## src/logic/msat_params.svh

```systemverilog
// Constants of the serial audio transmitter: widths, counts and timing.
// Assumes inclusion by bare name from the package and the top module.
// Function
// RL1: Strap low selects the left slot, strap high selects the right slot.
// RL2: Only zero samples until 4462 bit-clock cycles have passed.
// RL3: Normal operation while bit clock and word select both toggle.
// RL4: Standby when the bit clock falls below about one kilohertz; code waits 1000 us without any bit-clock edge, so about 500 Hz.
// RL5: Leaving standby repeats the full power-up startup latency.
// RL6: Master should stop both clocks low to enter standby.
// RL7: Gain ramps from mute to full scale over 256 word-select periods.
// RL8: Output aligns to word select, flushing one half-frame after enable.
// RL9: Slave output of 24-bit twos-complement words in I2S format.
// RL10: Master provides exactly 64 bit-clock cycles per stereo frame.
// RL11: Left slot starts after word-select fall, right after its rise.
// RL12: Data line released right after the least significant bit.
// RL13: Data line stays released outside the device's own slot.
// RL14: System holds the configuration strap low at power-up.
// RL15: Most significant bit first, one bit clock after word-select change.
// RL16: Data changes on bit-clock falls, word select sampled on rises.
`ifndef MSAT_PARAMS_SVH
`define MSAT_PARAMS_SVH

// ****************************************************************
// Data path
// ****************************************************************
`define MSAT_WORD_BITS 24
`define MSAT_FIFO_DEPTH 32
`define MSAT_SYNC_PINS 3
`define MSAT_PIN_SCK 0
`define MSAT_PIN_WS 1
`define MSAT_PIN_STRAP 2

// ****************************************************************
// Timing
// ****************************************************************
`define MSAT_SYS_CLK_MHZ 25
`define MSAT_STARTUP_SCK 4462
`define MSAT_STANDBY_PERIOD_US 1000
`define MSAT_IDLE_CYC (`MSAT_SYS_CLK_MHZ * `MSAT_STANDBY_PERIOD_US)
`define MSAT_RAMP_FRAMES 256
`define MSAT_GAIN_SHIFT 8
`define MSAT_GAIN_BITS 9

`endif

```

## src/logic/msat_pkg.sv

```systemverilog
// Types shared by the serial audio transmitter modules.
// Assumes msat_params.svh is on the include path.
`include "msat_params.svh"

package msat_pkg;

    // ****************************************************************
    // Operating modes
    // ****************************************************************
    typedef enum logic [1:0] {
        MSAT_MODE_STANDBY,
        MSAT_MODE_WAKE,
        MSAT_MODE_RUN
    } msat_mode_e;

    typedef logic [`MSAT_GAIN_BITS-1:0] msat_gain_t;

endpackage

```

## src/logic/msat_top.sv

```systemverilog
// Serial audio output of a digital microphone: I2S slave transmitter.
// Assumes bit clock, word select and strap arrive asynchronously on pins
// and that samples arrive on the system clock through a valid/ready port.
`timescale 1ns/1ps
`include "msat_params.svh"

module msat_top #(
    parameter int WORD_BITS = `MSAT_WORD_BITS,
    parameter int FIFO_DEPTH = `MSAT_FIFO_DEPTH,
    parameter int STARTUP_SCK = `MSAT_STARTUP_SCK,
    parameter int IDLE_CYCLES = `MSAT_IDLE_CYC
) (
    // Clock and reset.
    input wire logic sys_clk,
    input wire logic rst_n,
    // Serial bus pins.
    input wire logic sck_pin,
    input wire logic ws_pin,
    input wire logic channel_slot_strap,
    output logic sd_out,
    output logic sd_oe,
    // Sample stream from the decimator.
    input wire logic [WORD_BITS-1:0] sample_data,
    input wire logic sample_valid,
    output logic sample_ready,
    // Status.
    output logic standby
);

    localparam int IW = $clog2(IDLE_CYCLES + 1);
    localparam int SW = $clog2(STARTUP_SCK + 1);
    localparam int BW = $clog2(WORD_BITS);
    localparam int PW = WORD_BITS + `MSAT_GAIN_BITS + 1;

    // ****************************************************************
    // Parameter check
    // ****************************************************************
    generate
        if (WORD_BITS < 2 || STARTUP_SCK < 1 || IDLE_CYCLES < 2)
        begin : g_bad
            $error("msat_top: unsupported parameter values");
        end
    endgenerate

    // ****************************************************************
    // Pin synchronisers
    // ****************************************************************
    wire [`MSAT_SYNC_PINS-1:0] pins_w = {channel_slot_strap, ws_pin,
                                          sck_pin};
    logic [`MSAT_SYNC_PINS-1:0] s1_r;
    logic [`MSAT_SYNC_PINS-1:0] s2_r;
    logic sck_d_r;

    // Two flip-flops per pin before any logic looks at it.
    genvar gi;
    generate
        for (gi = 0; gi < `MSAT_SYNC_PINS; gi++) begin : g_sync
            always_ff @(posedge sys_clk) begin
                if (!rst_n) begin
                    s1_r[gi] <= 1'b0;
                    s2_r[gi] <= 1'b0;
                end else begin
                    s1_r[gi] <= pins_w[gi];
                    s2_r[gi] <= s1_r[gi];
                end
            end
        end
    endgenerate

    // Delayed bit clock for edge detection.
    always_ff @(posedge sys_clk) begin
        if (!rst_n) begin
            sck_d_r <= 1'b0;
        end else begin
            sck_d_r <= s2_r[`MSAT_PIN_SCK];
        end
    end

    // Bit-clock edges, synchronised word select and strap.
    wire sck_w = s2_r[`MSAT_PIN_SCK];
    wire sck_rise = sck_w & ~sck_d_r;
    wire sck_fall = ~sck_w & sck_d_r;
    wire ws_s = s2_r[`MSAT_PIN_WS];
    wire strap_s = s2_r[`MSAT_PIN_STRAP];

    // ****************************************************************
    // Clock activity and power modes
    // ****************************************************************
    logic [IW-1:0] idle_r;
    logic standby_r;
    logic [SW-1:0] sck_cnt_r;
    msat_pkg::msat_mode_e mode_r;
    msat_pkg::msat_mode_e mode_nxt;

    // Counts system cycles since the last bit-clock edge.
    always_ff @(posedge sys_clk) begin
        if (!rst_n) begin
            idle_r <= IW'(IDLE_CYCLES);
            standby_r <= 1'b1;
        end else begin
            if (sck_rise | sck_fall) begin
                idle_r <= '0;
            end else if (idle_r != IW'(IDLE_CYCLES)) begin
                idle_r <= idle_r + 1'b1;
            end
            standby_r <= (idle_r == IW'(IDLE_CYCLES)); // RL4
        end
    end

    // Startup latency counter, restarted by every standby.
    always_ff @(posedge sys_clk) begin
        if (!rst_n || standby_r) begin
            sck_cnt_r <= '0; // RL5
        end else if (sck_rise && sck_cnt_r != SW'(STARTUP_SCK)) begin
            sck_cnt_r <= sck_cnt_r + 1'b1; // RL2
        end
    end

    // Mode sequence: standby, wake with zero output, then run.
    always_comb begin
        mode_nxt = mode_r;
        case (mode_r)
            msat_pkg::MSAT_MODE_STANDBY:
                mode_nxt = msat_pkg::MSAT_MODE_WAKE;
            msat_pkg::MSAT_MODE_WAKE:
                if (sck_cnt_r == SW'(STARTUP_SCK)) begin
                    mode_nxt = msat_pkg::MSAT_MODE_RUN; // RL2
                end
            msat_pkg::MSAT_MODE_RUN:
                mode_nxt = msat_pkg::MSAT_MODE_RUN; // RL3
            default:
                mode_nxt = msat_pkg::MSAT_MODE_STANDBY;
        endcase
        if (standby_r) begin
            mode_nxt = msat_pkg::MSAT_MODE_STANDBY; // RL4
        end
    end

    // Mode register.
    always_ff @(posedge sys_clk) begin
        if (!rst_n) begin
            mode_r <= msat_pkg::MSAT_MODE_STANDBY;
        end else begin
            mode_r <= mode_nxt;
        end
    end

    wire live_w = (mode_r == msat_pkg::MSAT_MODE_RUN);

    // ****************************************************************
    // Frame alignment and slot selection
    // ****************************************************************
    logic ws_last_r;
    logic aligned_r;
    logic start_r;
    msat_pkg::msat_gain_t gain_r;

    // Half-frame starts seen at rising bit-clock edges.
    wire ws_edge = sck_rise & (ws_s != ws_last_r); // RL16
    wire slot_hit = ws_edge & (ws_s == strap_s); // RL1 RL11
    wire load_slot = slot_hit & aligned_r & ~standby_r; // RL8

    // Word-select history; the first change after wake is flushed.
    always_ff @(posedge sys_clk) begin
        if (!rst_n) begin
            ws_last_r <= 1'b0;
            aligned_r <= 1'b0;
        end else begin
            if (sck_rise) begin
                ws_last_r <= ws_s;
            end
            if (standby_r) begin
                aligned_r <= 1'b0;
            end else if (ws_edge) begin
                aligned_r <= 1'b1; // RL8
            end
        end
    end

    // ****************************************************************
    // Sample buffer and soft unmute
    // ****************************************************************
    wire [WORD_BITS-1:0] fifo_data;
    wire fifo_valid;
    logic signed [PW-1:0] prod_w;
    logic [WORD_BITS-1:0] word_w;

    msat_fifo #(
        .WIDTH(WORD_BITS),
        .DEPTH(FIFO_DEPTH)
    ) u_fifo (
        .clk(sys_clk),
        .rst_n(rst_n),
        .in_data(sample_data),
        .in_valid(sample_valid),
        .in_ready(sample_ready),
        .out_data(fifo_data),
        .out_valid(fifo_valid),
        .out_ready(load_slot)
    );

    // Gain scaling; an empty buffer or the wake phase sends zero.
    assign prod_w = $signed(fifo_data) * $signed({1'b0, gain_r}); // RL7
    assign word_w = (live_w && fifo_valid) ?
                    prod_w[`MSAT_GAIN_SHIFT +: WORD_BITS] : '0; // RL2

    // Gain rises by one step per own-slot word in run mode until full scale.
    always_ff @(posedge sys_clk) begin
        if (!rst_n || standby_r) begin
            gain_r <= '0;
        end else if (load_slot && live_w &&
                     gain_r != `MSAT_GAIN_BITS'(`MSAT_RAMP_FRAMES)) begin
            gain_r <= gain_r + 1'b1; // RL7
        end
    end

    // ****************************************************************
    // Serial shifter
    // ****************************************************************
    logic [WORD_BITS-1:0] shift_r;
    logic [BW-1:0] left_r;
    logic sd_out_r;
    logic sd_oe_r;

    // Loads on the slot start, shifts on each falling bit-clock edge while the word goes out.
    always_ff @(posedge sys_clk) begin
        if (!rst_n) begin
            shift_r <= '0;
            start_r <= 1'b0;
            left_r <= '0;
        end else if (load_slot) begin
            shift_r <= word_w; // RL9
            start_r <= 1'b1;
        end else if (sck_fall && (start_r || sd_oe_r)) begin
            shift_r <= {shift_r[WORD_BITS-2:0], 1'b0};
            start_r <= 1'b0;
            left_r <= start_r ? BW'(WORD_BITS - 1) : left_r - 1'b1;
        end
    end

    // Line driver: drives its own slot and releases after the last bit.
    always_ff @(posedge sys_clk) begin
        if (!rst_n || standby_r) begin
            sd_out_r <= 1'b0;
            sd_oe_r <= 1'b0; // RL13
        end else if (sck_fall && start_r) begin
            sd_out_r <= shift_r[WORD_BITS-1]; // RL15 RL16
            sd_oe_r <= 1'b1;
        end else if (sck_fall && sd_oe_r) begin
            sd_out_r <= (left_r != '0) & shift_r[WORD_BITS-1];
            sd_oe_r <= (left_r != '0); // RL12
        end
    end

    assign sd_out = sd_out_r;
    assign sd_oe = sd_oe_r;
    assign standby = standby_r;

    // ****************************************************************
    // Assertions
    // ****************************************************************
    logic [BW:0] drv_cnt_r;

    // Counts falling edges spent driving, for the word-length check.
    always_ff @(posedge sys_clk) begin
        if (!rst_n) begin
            drv_cnt_r <= '0;
        end else if (sck_fall) begin
            drv_cnt_r <= sd_oe_r ? drv_cnt_r + 1'b1 : '0;
        end
    end
endmodule // msat_top

```

## src/logic/msat_fifo.sv

```systemverilog
// Sample FIFO with registered read data and valid/ready on both sides.
// Assumes a single clock and a synchronous active-low reset.
`timescale 1ns/1ps

module msat_fifo #(
    parameter int WIDTH = 24,
    parameter int DEPTH = 32
) (
    // Clock and reset.
    input wire logic clk,
    input wire logic rst_n,
    // Filling side.
    input wire logic [WIDTH-1:0] in_data,
    input wire logic in_valid,
    output logic in_ready,
    // Draining side.
    output logic [WIDTH-1:0] out_data,
    output logic out_valid,
    input wire logic out_ready
);

    localparam int AW = $clog2(DEPTH);

    // ****************************************************************
    // Parameter check
    // ****************************************************************
    generate
        if (DEPTH < 2 || (1 << AW) != DEPTH || WIDTH < 1) begin : g_bad
            $error("msat_fifo: DEPTH must be a power of two of 2 or more");
        end
    endgenerate

    logic [WIDTH-1:0] mem_r [DEPTH];
    logic [AW-1:0] wr_r;
    logic [AW-1:0] rd_r;
    logic [AW:0] cnt_r;
    logic [WIDTH-1:0] out_data_r;
    logic out_valid_r;
    logic in_ready_r;

    // Handshakes, next pointers and the next fill level.
    wire push_w = in_valid & in_ready_r;
    wire pop_w = out_valid_r & out_ready;
    wire [AW-1:0] rd_nxt = rd_r + AW'(pop_w);
    wire [AW:0] cnt_nxt = cnt_r + (AW+1)'(push_w) - (AW+1)'(pop_w);
    wire bypass_w = push_w & (wr_r == rd_nxt);

    assign in_ready = in_ready_r;
    assign out_valid = out_valid_r;
    assign out_data = out_data_r;

    // Storage write.
    always_ff @(posedge clk) begin
        if (push_w) begin
            mem_r[wr_r] <= in_data;
        end
    end

    // Pointers, level flags and the registered head word.
    always_ff @(posedge clk) begin
        if (!rst_n) begin
            wr_r <= '0;
            rd_r <= '0;
            cnt_r <= '0;
            out_valid_r <= 1'b0;
            in_ready_r <= 1'b1;
            out_data_r <= '0;
        end else begin
            wr_r <= wr_r + AW'(push_w);
            rd_r <= rd_nxt;
            cnt_r <= cnt_nxt;
            out_valid_r <= (cnt_nxt != '0);
            in_ready_r <= (cnt_nxt != (AW+1)'(DEPTH));
            out_data_r <= bypass_w ? in_data : mem_r[rd_nxt];
        end
    end

endmodule // msat_fifo

```

## config.mk

```make
export PLATFORM = sky130hd
export DESIGN_NAME = msat_top
export DESIGN_NICKNAME = d
export VERILOG_FILES = /design/src/logic/msat_pkg.sv /design/src/logic/msat_top.sv /design/src/logic/msat_fifo.sv
export VERILOG_INCLUDE_DIRS = /design/src /design/src/logic
export SDC_FILE = /design/constraint.sdc
export NUM_CORES = 2
export LEC_CHECK = 0
export ABC_AREA = 1
export BUFFER_PORTS_ARGS = -buffer_cell sky130_fd_sc_hd__buf_2
export CORE_UTILIZATION = 33
export DETAILED_ROUTE_END_ITERATION = 8
export PLACE_DENSITY = 0.58
export SYNTH_ARGS = -nofsm -noshare
export SYNTH_HDL_FRONTEND = slang
export SYNTH_SLANG_ARGS = --single-unit
```

## constraint.sdc

```tcl
create_clock -name sys_clk -period 15.2 [get_ports sys_clk]
set_clock_uncertainty 0.2 [all_clocks]
set_input_delay 3.8 -clock sys_clk [delete_from_list [all_inputs] [get_ports sys_clk]]
set_output_delay 3.8 -clock sys_clk [all_outputs]
set_load 0.01 [all_outputs]
```

== Yosys cells after proc, flatten, opt, wreduce, memory -nomap -nowiden ==
Memories as Yosys holds them, arrays and structs flattened. A register that Yosys moved wholly into a read port is not among the register bits.
Index checks and enable logic that the tools add are counted.
Cells by class
  add/subtract/negate cells: 8
  $mul: 1
  eq/ne operators: 11
  mux-type cells: 16
  bitwise operators: 15
  reduce and logical (&&, ||, !) cells: 20
Operators by type and width (count)
  24-bit two-way mux: 3
  24-bit by 10-bit multiplier with 32-bit output: 1
  15-bit two-way mux: 2
  15-bit by 1-bit adder with 15-bit output, second input constant: 1
  15-bit equality test, second input constant: 1
  15-bit != test, second input constant: 1
  13-bit by 1-bit adder with 13-bit output, second input constant: 1
  13-bit equality test, second input constant: 1
  13-bit != test, second input constant: 1
  5-bit by 1-bit adder with 5-bit output: 2
  9-bit by 1-bit adder with 9-bit output, second input constant: 1
  1-bit bitwise AND: 9
  9-bit != test, second input constant: 1
  1-bit two-way mux: 8
  1-bit logical AND: 7
  6-bit by 1-bit adder with 6-bit output: 1
  6-bit != test, second input constant: 1
  2-bit one-hot mux with 3 select lines: 1
  2-bit nonzero test: 3
  6-bit nonzero test: 1
  6-bit by 1-bit subtractor with 6-bit output: 1
  5-bit two-way mux: 1
  1-bit NOT: 5
  5-bit nonzero test: 1
  13 further kinds: 16
Storage, ports and cells
  register bits after elaboration: 99
  RAM bits: 768
  input port bits: 30
  memories kept: 1
Memories
  u_fifo.mem_r: depth 32, width 24, read ports 1, clocked after memory_dff 1, write ports 1, line msat_fifo.sv:33  | logic [WIDTH-1:0] mem_r [DEPTH];

== Longest topological paths before layout ==
  word-level depth: 9
  gate-level depth with buffers: 25

== By module ==
A second synthesis with hierarchy kept.
Unflattened totals
  cells, all modules: 4935
  area, all modules: 47161.5 um2
By module, submodules not included
  msat_fifo: instances 1, cells an instance 3213, area each 35326.4 um2, sequential area each 23902.9 um2
  msat_top: instances 1, cells an instance 1722, area each 11835.1 um2, sequential area each 1621.6 um2

== Least setup slack after synthesis ==
No wires, ideal clock.
  path type: input port to flip-flop
  start: in sample_valid
  end: mem u_fifo.mem_r[13][0], enable pin
  arrival time: 5.229 ns
  required time: 14.595 ns
  setup slack: 9.366 ns
  cell stages on the path: 4
  path buffers: 0
  path through: nand2_1 -> inv_1 -> nand3_1 -> nor2_1
Between the ends
  cells in the longest elaborated chain, start to end: 3
Ends and longest elaborated chain
  start, declared: line msat_top.sv:24  | input wire logic sample_valid,
  1-bit bitwise AND: line msat_fifo.sv:42  | wire push_w = in_valid & in_ready_r;
  1-bit two-way mux: line msat_fifo.sv:54  | if (push_w) begin
  1-bit two-way mux (not written as such): line msat_fifo.sv:55  | mem_r[wr_r] <= in_data;
  end, declared: line msat_fifo.sv:33
No other way between the ends.

== Final worst setup path ==
  start: in rst_n
  end: reg sck_cnt_r[7]
Between the ends
  cells in the longest elaborated chain, start to end: 2
Ends and longest elaborated chain
  start, declared: line msat_top.sv:15  | input wire logic rst_n,
  1-bit logical NOT
  1-bit logical OR: line msat_top.sv:112  | if (!rst_n || standby_r) begin
  end signal, assigned: line msat_top.sv:115  | sck_cnt_r <= sck_cnt_r + 1'b1;
  end, declared: line msat_top.sv:91  | logic [SW-1:0] sck_cnt_r;
No other way between the ends.
A chain may end at the register's enable or synchronous reset.

==> parameters.txt <==
Parameter                              Value

Clock network
  Clk root buf    clkbuf_16
  Clock latency of the later-clocked register in the worst-skew pair    0.67 ns
  Number of CTS-inserted buffers    91
  H-tree levels    3
  Post-CTS setup buffers    0
  Number of buffers inserted by hold repair at cts    0
  Clock tree from TritonCTS    built
  Clock sinks    891
  Clock-pin slew reported for the worst setup and hold paths after clock tree synthesis    0.06 ns
  CTS max path bufs    3
  Post-cts sizing count    0

GRT
  Total grt overflow    0
  GRT Resource Usage Total    17.7%
  Number of global-route vias before repair    29300
  First-pass GRT wire length    180000 µm
  Antenna violations before repair    3
  Pin count of the biggest net entering global routing    133

Place
  Port Buf Inserts    33
  Final weighted congestion in routability-driven placement    0.873
  DP Wirelength    72300 µm

Setup path
  Type of element capturing the critical path    flop
  Worst R2R Setup Slack    9.63 ns
  Launching point of the worst reg2reg path    gain_r[1]$_SDFFE_PP0P_
  Setup Crit Path Kind    in -> reg
  Crit-path cells    buf_2 -> buf_4 -> inv_2 -> nor2_1 -> inv_1 -> a21oi_1 -> o21a_1
  Slowest cell on crit path    nor2_1
  Depth of the most critical reg-to-reg path    20
  Kind of start point of the critical path    primary input
  Slowest stage delay, CP    0.86 ns
  Arrival time reported for the critical path endpoint    6.47 ns
  Largest fanout on the critical path    53
  CP required    15.58 ns
  Reg2reg end    shift_r[21]$_SDFFE_PN0P_

Pwr
  Ratio of total power to cell area    109 nW/µm²
  Power after layout    5.27 mW
  Leakage dissipation    18.8 nW
  Max rail drop VDD    0.0000905 V

Logic synthesis
  Combined area of all synthesized cells    43600 µm²
  Multiplexer fraction of the synthesized cell area    0%
  Synthesized-area fraction occupied by ao, oa, aoi and oai cells    10.6%
  Unique masters post-synth    39
  Register area share after synthesis    58.6%
  Synth Area in Adders    10.4%
  Average instance area after synthesis    10.6 µm²
  Count of state elements after synthesis    891
  Most frequently used flop master after synthesis    edfxtp_1
  Fraction of synthesized cell area in xor and xnor cells    0.615%
  Dominant combinational cell family by area after synthesis    simple AND/OR/NAND/NOR gates
  Share of synthesized cell area in and, or, nand and nor gates    13.0%
  Net count after synthesis    4401
  Leading post-synthesis cells by cell area    edfxtp_1 53%, fa_1 7.9%, dfxtp_1 5.7%
  Number of instances in the synthesized netlist    4111
  Number of warnings reported in the yosys synthesis log    0
  Asr flop ratio synth    0%
  Share of the synthesized area in the top cell type    52.9%
  Number of enable-type register cells in the synthesized netlist    768
  Cell taking the most area after synthesis    edfxtp_1

Detailed routing
  Via-to-Cell Ratio    5.10
  DRC violations left    0
  Detailed Routing Iterations Pass 1    6
  Total number of vias    29800
  Post-route antenna net violation count    0
  Violation count after the first detailed-routing iteration    2673
  Total Routed Length    118000 µm
  Final routed wire length divided by cell count    20.1 µm

Floorplanning
  Height of the chip    365 µm
  Number of placed I/O pins    34
  Width of the chip    365 µm
  Floorplan core area    130000 µm²
  Initial cell density of the core    33.4%
  Die area    133000 µm²
  Floorplan row count    132

STA
  Slew HR    24.1%
  Fin crit share    40.1%
  Unrepaired setup endpoints after global routing    false
  Clock period minus final worst setup slack    6.09 ns
  Count of endpoints failing hold in the final timing report    0
  Transition time at the pin with the least slew margin    1.14 ns
  Final setup viols    0
  Setup Total Neg Slack    0 ns
  Number of max-slew violations in the final report    0
  Upper clock frequency limit    164 MHz

Status
  Status    completed

Layout
  Number of fill cells    12700
  P&R area growth vs syn    11.2%
  Area taken by flip-flops and latches    25500 µm²
  Fraction of layout instances using a drive strength above 1    6.14%
  Number of nets in the final layout    4322
  Combined area of the multi-input logic cells    15400 µm²

Worst hold path
  Startpoint of the most critical hold path    s1_r[2]$_SDFF_PN0_
  End point of the most critical hold path    strap_s$_SDFF_PN0_
  Worst min-delay path category    reg -> reg
  Depth of the worst hold-timing path    2

Flow run
  Max_cap viols    0
final cells by class:
| type | count | area share (%) |
|---|---|---|
| clock inverter | 56 | 1.24 |
| timing repair buffer | 64 | 0.821 |
| inverter | 525 | 4.10 |
| clock buffer | 110 | 4.89 |
| multi-input combinational | 2459 | 31.8 |
| sequential | 891 | 52.7 |
| tap | 1742 | 4.50 |
| antenna | 1 | 0.00516 |
worst max path at each step:
stage                 startpoint                             to  slack [ns]
global placement           rst_n      sck_cnt_r[7]$_SDFFE_PP0P_        8.46
CTS                        rst_n      sck_cnt_r[7]$_SDFFE_PP0P_        9.10
global route               rst_n      sck_cnt_r[7]$_SDFFE_PP0P_        8.79
floorplan           sample_valid  u_fifo.mem_r[13][0]$_DFFE_PP_        9.37
finish                     rst_n      sck_cnt_r[7]$_SDFFE_PP0P_        9.11
detailed placement         rst_n      sck_cnt_r[7]$_SDFFE_PP0P_        8.44
sequential cells by signal (all words and copies together), names as in the netlist, 2 cells and up:
register and count:
gain_r 9, idle_r 15, left_r 5, mode_r 2, s1_r 3, sck_cnt_r 13
shift_r 24, u_fifo.cnt_r 6, u_fifo.mem_r 768, u_fifo.out_data 24, u_fifo.rd_r 5, u_fifo.wr_r 5
per-stage QoR:
| stage | hold WS (ns) | setup slack, ns | std cells | area [µm²] | util (%) |
|---|---|---|---|---|---|
| finish | 0.206 | 9.11 | 5848 | 48500 | 37.2 |
| global route | 0.220 | 8.79 | 5847 | 48500 | 37.2 |
| CTS | 0.210 | 9.10 | 5847 | 48500 | 37.2 |
| detailed placement | 0.196 | 8.44 | 5681 | 45500 | 34.9 |
| global placement | 0.197 | 8.46 | 5681 | 45500 | 34.9 |
| floorplan | 0.190 | 9.37 | 4111 | 43600 | - |
cell usage after synthesis (all sizes together), types with 65 or more instances:
cell and instances:
clkbuf 171, ha 89, inv 524, fa 171
o221ai 176, dfxtp 123, nor2 520, a21oi 95
buf 65, o21ai 457, nand3 220, nand2 599
edfxtp 768
where the power goes:
part | switching (mW) | internal, mW | total (mW)
registers | 0.0676 | 2.71 | 2.78
logic | 0.181 | 0.0645 | 0.246
clock network | 0.968 | 1.27 | 2.24
metal layers:
layer	share of wire (%)	track usage (%)
met4	3.2	5.82
met3	5.6	2.18
met1	43	23.7
met2	48	29.6
met5	0	0
logic make-up after synthesis:
| family | Yosys count |
|---|---|
| simple gates | 1395 |
| xor+xnor | 28 |
| flops | 891 |
| buf+inv | 761 |
| compound gates | 776 |
| fa+ha+maj | 260 |
critical path, delay by kind of cell:
family                 cells  cell delay (ns)
AOI/OAI and AO/OA          2             0.35
buffers and inverters      4             1.43
and+or+nand+nor            1             0.86
layout by cell type (no fill, tap or decap), types with 31 or more instances in the layout:
master / count
nor2_1: 488
nand3_1: 219
buf_4: 31
edfxtp_1: 768
inv_1: 515
buf_2: 33
o221ai_1: 176
o21ai_0: 412
a21oi_1: 95
ha_1: 87
nor2_4: 32
fa_1: 171
clkbuf_16: 92
o21ai_1: 45
dfxtp_1: 123
nand2_1: 599
(Power assumes the default switching activity.)
